File: src/design/tcs_pkg.sv
/*
  Constants for the timer channel status and interrupt mask block:
  register offsets, status bit positions, widths and reset values.
  Assumes a byte-addressed register port with one 32-bit word per
  register and the read data returned one cycle after the strobe.
*/
// Summary of operation
// - Overflow sets status bit 0; it holds until software reads status.
// - Capture mode: double load without read sets bit 1; zero otherwise.
// - Generation mode: compare A match sets bit 2; zero in capture mode.
// - Generation mode: compare B match sets bit 3; zero in capture mode.
// - Either mode: compare C match sets bit 4; cleared by status read.
// - Capture mode: capture A load sets bit 5; zero in generation mode.
// - Capture mode: capture B load sets bit 6; zero in generation mode.
// - Either mode: external trigger sets bit 7; cleared by status read.
// - Bit 16 shows the live counter clock enable, unlatched.
// - Bit 17 mirrors line A: pin in capture, driven level in generation.
// - Bit 18 mirrors line B: pin in capture, driven level in generation.
// - Ones written to enable word bits 0..7 set mask bits.
// - Ones written to disable word bits 0..7 clear mask bits.
// - Mask view word reports the eight enabled interrupts in bits 0..7.
// - Mode bit zero selects capture, one selects generation.

package tcs_pkg;

  // ------------------------------------------------------------------
  // Register map
  // ------------------------------------------------------------------
  localparam int         ADDR_W          = 8;
  localparam int         DATA_W          = 32;
  localparam logic [7:0] OFS_STATUS      = 8'h00;
  localparam logic [7:0] OFS_IRQ_SET     = 8'h04;
  localparam logic [7:0] OFS_IRQ_CLEAR   = 8'h08;
  localparam logic [7:0] OFS_MASK_VIEW   = 8'h0C;

  // ------------------------------------------------------------------
  // Status word layout
  // ------------------------------------------------------------------
  localparam int         NUM_EVENTS      = 8;
  localparam int         BIT_OVERFLOW    = 0;
  localparam int         BIT_OVERRUN     = 1;
  localparam int         BIT_MATCH_A     = 2;
  localparam int         BIT_MATCH_B     = 3;
  localparam int         BIT_MATCH_C     = 4;
  localparam int         BIT_CAP_A       = 5;
  localparam int         BIT_CAP_B       = 6;
  localparam int         BIT_EXT_TRIG    = 7;
  localparam int         BIT_CLOCK_ON    = 16;
  localparam int         BIT_LINE_A      = 17;
  localparam int         BIT_LINE_B      = 18;

  // Flags that only live in one mode
  localparam logic [7:0] CAPTURE_ONLY    = 8'h62;
  localparam logic [7:0] GENERATE_ONLY   = 8'h0C;

  // ------------------------------------------------------------------
  // Reset values
  // ------------------------------------------------------------------
  localparam logic [7:0] FLAGS_RESET     = 8'h00;
  localparam logic [7:0] MASK_RESET      = 8'h00;
  localparam logic [31:0] RDATA_RESET    = 32'h0000_0000;

endpackage

File: src/design/tcs_sticky_flags.sv
/*
  Bank of sticky event flags. A set pulse wins over a clear pulse in
  the same cycle, so no event is lost to a concurrent clear.
  Assumes synchronous active-high reset on the block clock.
*/
`timescale 1ns/1ns

module tcs_sticky_flags #(
  parameter int              WIDTH     = 8,
  parameter logic [WIDTH-1:0] RESET_VAL = '0
) (
  // Clock and reset
  input  wire logic             sys_clk,
  input  wire logic             sys_rst,
  // Control
  input  wire logic [WIDTH-1:0] set_i,
  input  wire logic [WIDTH-1:0] clear_i,
  // State
  output logic      [WIDTH-1:0] flags_r
);

  // Refuse widths the flag bank cannot hold
  if (WIDTH < 1)
  begin
    $error("tcs_sticky_flags: WIDTH must be at least 1");
  end

  logic [WIDTH-1:0] flags_nxt;

  assign flags_nxt = set_i | (flags_r & ~clear_i);

  always_ff @(posedge sys_clk)
  begin
    if (sys_rst)
      flags_r <= RESET_VAL;
    else
      flags_r <= flags_nxt;
  end

endmodule

File: src/design/tcs_mask_reg.sv
/*
  Interrupt mask held as a set/clear register pair. Ones set or clear,
  zeros leave bits alone. A bit written to both sets and clears in one
  cycle ends up set. Assumes synchronous active-high reset.
*/
`timescale 1ns/1ns

module tcs_mask_reg #(
  parameter int              WIDTH     = 8,
  parameter logic [WIDTH-1:0] RESET_VAL = '0
) (
  // Clock and reset
  input  wire logic             sys_clk,
  input  wire logic             sys_rst,
  // Write strobes with their data
  input  wire logic             set_we,
  input  wire logic             clr_we,
  input  wire logic [WIDTH-1:0] wdata,
  // State
  output logic      [WIDTH-1:0] mask_r
);

  // Refuse widths the mask cannot hold
  if (WIDTH < 1)
  begin
    $error("tcs_mask_reg: WIDTH must be at least 1");
  end

  logic [WIDTH-1:0] mask_nxt;

  always_comb
  begin
    mask_nxt = mask_r;
    if (clr_we)
      mask_nxt = mask_nxt & ~wdata;
    if (set_we)
      mask_nxt = mask_nxt | wdata;
  end

  always_ff @(posedge sys_clk)
  begin
    if (sys_rst)
      mask_r <= RESET_VAL;
    else
      mask_r <= mask_nxt;
  end

endmodule

File: src/design/tcs_status_irq.sv
/*
  Status and interrupt part of one timer channel: sticky event flags
  cleared by a status read, live clock and line mirrors, and a
  set/clear interrupt mask with a read-back view.
  Assumes event strobes are one-cycle pulses synchronous to sys_clk,
  and a register master that never issues read and write together.
*/
// Decided for this implementation: the address-and-strobe port and the placing of the registers.
`timescale 1ns/1ns

module tcs_status_irq (
  // Clock and reset
  input  wire logic        sys_clk,
  input  wire logic        sys_rst,
  // Register port
  input  wire logic [7:0]  reg_addr,
  input  wire logic [31:0] reg_wdata,
  input  wire logic        reg_wr,
  input  wire logic        reg_rd,
  output logic      [31:0] reg_rdata,
  // Channel mode: 0 capture, 1 generation
  input  wire logic        gen_mode,
  // Event strobes from counter, compare and capture logic
  input  wire logic        ev_overflow,
  input  wire logic        ev_match_a,
  input  wire logic        ev_match_b,
  input  wire logic        ev_match_c,
  input  wire logic        ev_capture_a_load,
  input  wire logic        ev_capture_b_load,
  input  wire logic        ev_ext_trigger,
  // Software reads of the capture words
  input  wire logic        capture_a_read,
  input  wire logic        capture_b_read,
  // Live channel state
  input  wire logic        counter_clock_on,
  input  wire logic        io_line_a_pin,
  input  wire logic        io_line_a_drive,
  input  wire logic        io_line_b_pin,
  input  wire logic        io_line_b_drive,
  // Interrupt
  output logic             irq_out
);

  // ------------------------------------------------------------------
  // Register decode
  // ------------------------------------------------------------------
  logic status_rd;
  logic mask_rd;
  logic irq_set_wr;
  logic irq_clr_wr;

  assign status_rd  = reg_rd && (reg_addr == tcs_pkg::OFS_STATUS);
  assign mask_rd    = reg_rd && (reg_addr == tcs_pkg::OFS_MASK_VIEW);
  assign irq_set_wr = reg_wr && (reg_addr == tcs_pkg::OFS_IRQ_SET);
  assign irq_clr_wr = reg_wr && (reg_addr == tcs_pkg::OFS_IRQ_CLEAR);

  // ------------------------------------------------------------------
  // Capture overrun tracking
  // ------------------------------------------------------------------
  // A load while the previous value is still unread is an overrun.
  // A read in the same cycle as a load consumes the old value, so the
  // new value stays pending and no overrun is counted.
  logic unread_a_r;
  logic unread_b_r;
  logic overrun_a;
  logic overrun_b;

  assign overrun_a = ev_capture_a_load && unread_a_r && !capture_a_read;
  assign overrun_b = ev_capture_b_load && unread_b_r && !capture_b_read;

  always_ff @(posedge sys_clk)
  begin
    if (sys_rst)
      unread_a_r <= 1'b0;
    else if (ev_capture_a_load)
      unread_a_r <= 1'b1;
    else if (capture_a_read)
      unread_a_r <= 1'b0;
  end

  always_ff @(posedge sys_clk)
  begin
    if (sys_rst)
      unread_b_r <= 1'b0;
    else if (ev_capture_b_load)
      unread_b_r <= 1'b1;
    else if (capture_b_read)
      unread_b_r <= 1'b0;
  end

  // ------------------------------------------------------------------
  // Event flags
  // ------------------------------------------------------------------
  logic [7:0] flag_set;
  logic [7:0] flag_clear;
  logic [7:0] flags_r;
  logic [7:0] mode_keep;
  logic [7:0] flags_view;

  always_comb
  begin
    flag_set = '0;
    flag_set[tcs_pkg::BIT_OVERFLOW] = ev_overflow;
    flag_set[tcs_pkg::BIT_OVERRUN]  = !gen_mode
                                      && (overrun_a || overrun_b);
    flag_set[tcs_pkg::BIT_MATCH_A]  = gen_mode && ev_match_a;
    flag_set[tcs_pkg::BIT_MATCH_B]  = gen_mode && ev_match_b;
    flag_set[tcs_pkg::BIT_MATCH_C]  = ev_match_c;
    flag_set[tcs_pkg::BIT_CAP_A]    = !gen_mode
                                      && ev_capture_a_load;
    flag_set[tcs_pkg::BIT_CAP_B]    = !gen_mode
                                      && ev_capture_b_load;
    flag_set[tcs_pkg::BIT_EXT_TRIG] = ev_ext_trigger;
  end

  // Every flag clears on a status read; a same-cycle set survives
  assign flag_clear = {8{status_rd}};

  tcs_sticky_flags #(
    .WIDTH     (tcs_pkg::NUM_EVENTS),
    .RESET_VAL (tcs_pkg::FLAGS_RESET)
  ) u_flags (
    .sys_clk (sys_clk),
    .sys_rst (sys_rst),
    .set_i   (flag_set),
    .clear_i (flag_clear),
    .flags_r (flags_r)
  );

  // Flags of the other mode read zero, even if left over from a switch
  assign mode_keep  = gen_mode ? ~tcs_pkg::CAPTURE_ONLY
                               : ~tcs_pkg::GENERATE_ONLY;
  assign flags_view = flags_r & mode_keep;

  // ------------------------------------------------------------------
  // Interrupt mask
  // ------------------------------------------------------------------
  logic [7:0] mask_r;

  tcs_mask_reg #(
    .WIDTH     (tcs_pkg::NUM_EVENTS),
    .RESET_VAL (tcs_pkg::MASK_RESET)
  ) u_mask (
    .sys_clk (sys_clk),
    .sys_rst (sys_rst),
    .set_we  (irq_set_wr),
    .clr_we  (irq_clr_wr),
    .wdata   (reg_wdata[7:0]),
    .mask_r  (mask_r)
  );

  // Level output; combinational so it drops with the clearing read
  assign irq_out = |(flags_view & mask_r);

  // ------------------------------------------------------------------
  // Status word and read data
  // ------------------------------------------------------------------
  logic        line_a_level_mirror;
  logic        line_b_level_mirror;
  logic [31:0] status_word;
  logic [31:0] rdata_nxt;

  assign line_a_level_mirror = gen_mode ? io_line_a_drive
                                        : io_line_a_pin;
  assign line_b_level_mirror = gen_mode ? io_line_b_drive
                                        : io_line_b_pin;

  always_comb
  begin
    status_word = '0;
    status_word[7:0] = flags_view;
    status_word[tcs_pkg::BIT_CLOCK_ON] = counter_clock_on;
    status_word[tcs_pkg::BIT_LINE_A]   = line_a_level_mirror;
    status_word[tcs_pkg::BIT_LINE_B]   = line_b_level_mirror;
  end

  // Write-only words and unmapped offsets read as zero
  always_comb
  begin
    rdata_nxt = '0;
    if (status_rd)
      rdata_nxt = status_word;
    else if (mask_rd)
      rdata_nxt = {24'h00_0000, mask_r};
  end

  always_ff @(posedge sys_clk)
  begin
    if (sys_rst)
      reg_rdata <= tcs_pkg::RDATA_RESET;
    else
      reg_rdata <= rdata_nxt;
  end
endmodule

File: config.mk
export PLATFORM = sky130hd
export DESIGN_NAME = tcs_status_irq
export DESIGN_NICKNAME = d
export VERILOG_FILES = /design/src/design/tcs_pkg.sv /design/src/design/tcs_sticky_flags.sv /design/src/design/tcs_mask_reg.sv /design/src/design/tcs_status_irq.sv
export SDC_FILE = /design/constraint.sdc
export NUM_CORES = 1
export LEC_CHECK = 0
export ABC_AREA = 1
export BUFFER_PORTS_ARGS = -buffer_cell sky130_fd_sc_hd__buf_2
export CORE_ASPECT_RATIO = 0.6
export CORE_MARGIN = 2
export CORE_UTILIZATION = 47
export CTS_CLUSTER_SIZE = 24
export DETAILED_ROUTE_END_ITERATION = 10
export PLACE_DENSITY = 0.85
export SETUP_SLACK_MARGIN = 0.3
export SLEW_MARGIN = 10
export SYNTH_ARGS = -nofsm -noshare
export SYNTH_HDL_FRONTEND = slang
export SYNTH_HIERARCHICAL = 1
export SYNTH_SLANG_ARGS = --single-unit
export TNS_END_PERCENT = 30
File: constraint.sdc
create_clock -name sys_clk -period 1.9 [get_ports sys_clk]
set_input_delay 0.38 -clock sys_clk [delete_from_list [all_inputs] [get_ports sys_clk]]
set_output_delay 0.38 -clock sys_clk [all_outputs]
set_load 0.02 [all_outputs]
==> reports/summary.txt <==
min-delay worst type: in -> reg
clock root buffer: clkbuf_8
die span in y: 48.8 um
Setup CP Type: reg -> out
clk slew on worst S/H paths: 0.05 ns
clock skew: 0.00674 ns
LEAKAGE: 0.901 nW
ANT cells: 0
commonest cells after routing, fill and taps aside: nand2_1, buf_2, inv_1
setup repair after global routing missed its margin: false
Netlist Area Pre-Place: 0.00157 mm2
synthesis-to-finish area growth: 18.8%
Yosys reg bits: 29
DRC Markers: 0
Setup Viol. Count Final: 0
Die ar.: 0.00383 mm2
Int Pwr: 0.959 mW
peak supply drop: 0.397 mV
# nets final: 339
FF-to-FF Start: unread_b_r
WL per Instance: 9.70 um
first-pass GRT wire length: 5240 um
# rows: 16
combinational share of power: 11.8%
Pins Over Slew Limit: 0
worst-path fanout max: 2
Final period util: 80.4%
final worst slack: 0.372 ns
post-synthesis average cell area: 6.82 um2
Core Box Area: 0.00322 mm2
share of cells above drive strength 1: 30.0%
CTS Buffer Depth: 2
Cells after Synth: 230
largest net degree at the start of global routing: 19
Cell Pwr Density: 690 mW/mm2
GP Congestion: 0.759
TritonCTS buffer count: 5
initial antenna violation count: 0
critical hold path startpoint: counter_clock_on
P_sw: 0.327 mW
Net Sw Frac: 25.4%
Reg power frac: 49.1%
Avg Vias per Cell: 4.35
vias in the first global route: 1252
CP startpoint kind: flip-flop
Total Power: 1.29 mW
Routed Antenna Nets: 0
fin crit period: 1.53 ns
number of synthesized flops with an enable pin: 0
total wire length: 3150 um
status: complete, no violations
setup bufs post-CTS: 0
Max-Cap Viols: 0
initial core utilization: 48.7%
crit path buf inv count: 2
Total GRT Usage: 17.5%
commonest non-fill, non-tap cell in the layout: nand2_1
Worst path slowest cell: dfxtp_2
post-layout utilization of the core: 57.8%
clock group share of total power: 39.1%
crit path DAT: 1.15 ns
PortBufs: 46
First DRT Iteration DRCs: 74
worst path cell trace: inv_2 > nor2_2 > nand2_1 > o21ai_1 > nor2_1 > nand3_1 > buf_6
GRT Residual Overflow: 0
Slowest Stage Delay on Critical Path: 0.33 ns
dpl ws: 0.355 ns
Yosys Warn Count: 6
Crit path required time: 1.52 ns
Final Cell Area: 0.00186 mm2
chip width: 78.6 um
H-tree level count: 2
io pins: 92
Detailed Routing Iterations Pass 1: 4
Setup crit end kind: output pin
Post-synth ARST share: 0%
latest clock arrival within the worst-skew pair: 0.28 ns
final hold vios: 0
CTS tree: done
DP HPWL: 2440 um
setup tns final: 0 ns
clk sinks: 29
post-synthesis sequential area ratio: 37.0%
Max Freq: 0.654 GHz
Primary FF master, synth: dfxtp_1
DR vias: 1414
Filler Cells Inserted: 309
DP Area: 0.00176 mm2
cell family with most CP delay: flip-flops
critical path startpoint: u_flags/flags_r[1]
Unique masters post-synth: 23
flip-flops by register name (all words and copies together) (netlist names):
register	flops
reg_rdata	11
u_flags/flags_r	8
u_mask/mask_r	8
unread_a_r	1
unread_b_r	1
final cells by class:
cell class	count	area, um2	area share [%]
Clock buffer	7	86.3	4.63
Inverter	43	164	8.79
Multi-Input combinational cell	151	707	37.9
Sequential cell	29	582	31.2
Tap cell	45	56.3	3.02
Timing Repair Buffer	50	269	14.4
worst min-delay path: cells and delay by family:
| kind | cells | cell delay, ns |
|---|---|---|
| AND/OR/NAND/NOR | 1 | 0.08 |
| buffers and inverters | 2 | 0.11 |
Yosys cell counts, types with 2 or more instances:
master / n / area [um2]
nand2_1: 68 / 255
inv_1: 38 / 143
dfxtp_1: 29 / 581
buf_4: 21 / 158
nor2_1: 16 / 60.1
a21oi_1: 11 / 55.1
a21oi_2: 10 / 87.6
nand3_1: 10 / 50.1
nor2_2: 6 / 37.5
inv_2: 4 / 15.0
buf_2: 2 / 10.0
buf_6: 2 / 22.5
nand3b_1: 2 / 15.0
nor3_1: 2 / 10.0
cells by family after synthesis:
group	Yosys count	share of synthesized area (%)
other cells	1	0.239
compound gates	23	9.89
flops	29	37.0
simple gates	107	29.7
buf+inv	70	23.1
per-stage QoR:
step,hold WS [ns],cells
detailed placement,0.451,318
finish,0.331,325
floorplan,0.433,250
global route,0.338,325
global placement,0.447,318
CTS,0.328,325
worst paths after layout:
kind	slack (ns)	cells after the start	endpoint
setup / recovery	0.37	7	irq_out
hold / removal	0.33	3	reg_rdata[16]
setup reg to reg	1.09	4	u_flags/flags_r[1]
hold reg to reg	0.46	2	unread_a_r
timing repair:
action / CTS / global route
gates resized for setup: 0 / 8
hold buffers: 0 / 0
setup endpoints to repair: 0 / 1
power groups by stage:
| stage | combinational (mW) | sequential, mW | clock (mW) |
|---|---|---|---|
| 6_report | 0.152 | 0.631 | 0.503 |
| 4_1_cts | 0.150 | 0.631 | 0.508 |
| 2_1_floorplan | 0.133 | 0.642 | 0 |
| 3_3_place_gp | 0.147 | 0.643 | 0 |
| 3_5_place_dp | 0.150 | 0.644 | 0 |
| 5_1_grt | 0.170 | 0.632 | 0.541 |
routing by layer:
layer | track usage (%) | wire length [um] | vias up | share of wire [%]
met5 | 0 | 0 | - | 0
met4 | 5.26 | 17 | 0 | 0.54
met3 | 6.72 | 217 | 4 | 6.9
met2 | 27.9 | 1440 | 34 | 46
met1 | 22.0 | 1480 | 637 | 47
li1 | - | - | 739 | -
Power figures use the tool's default switching activity.
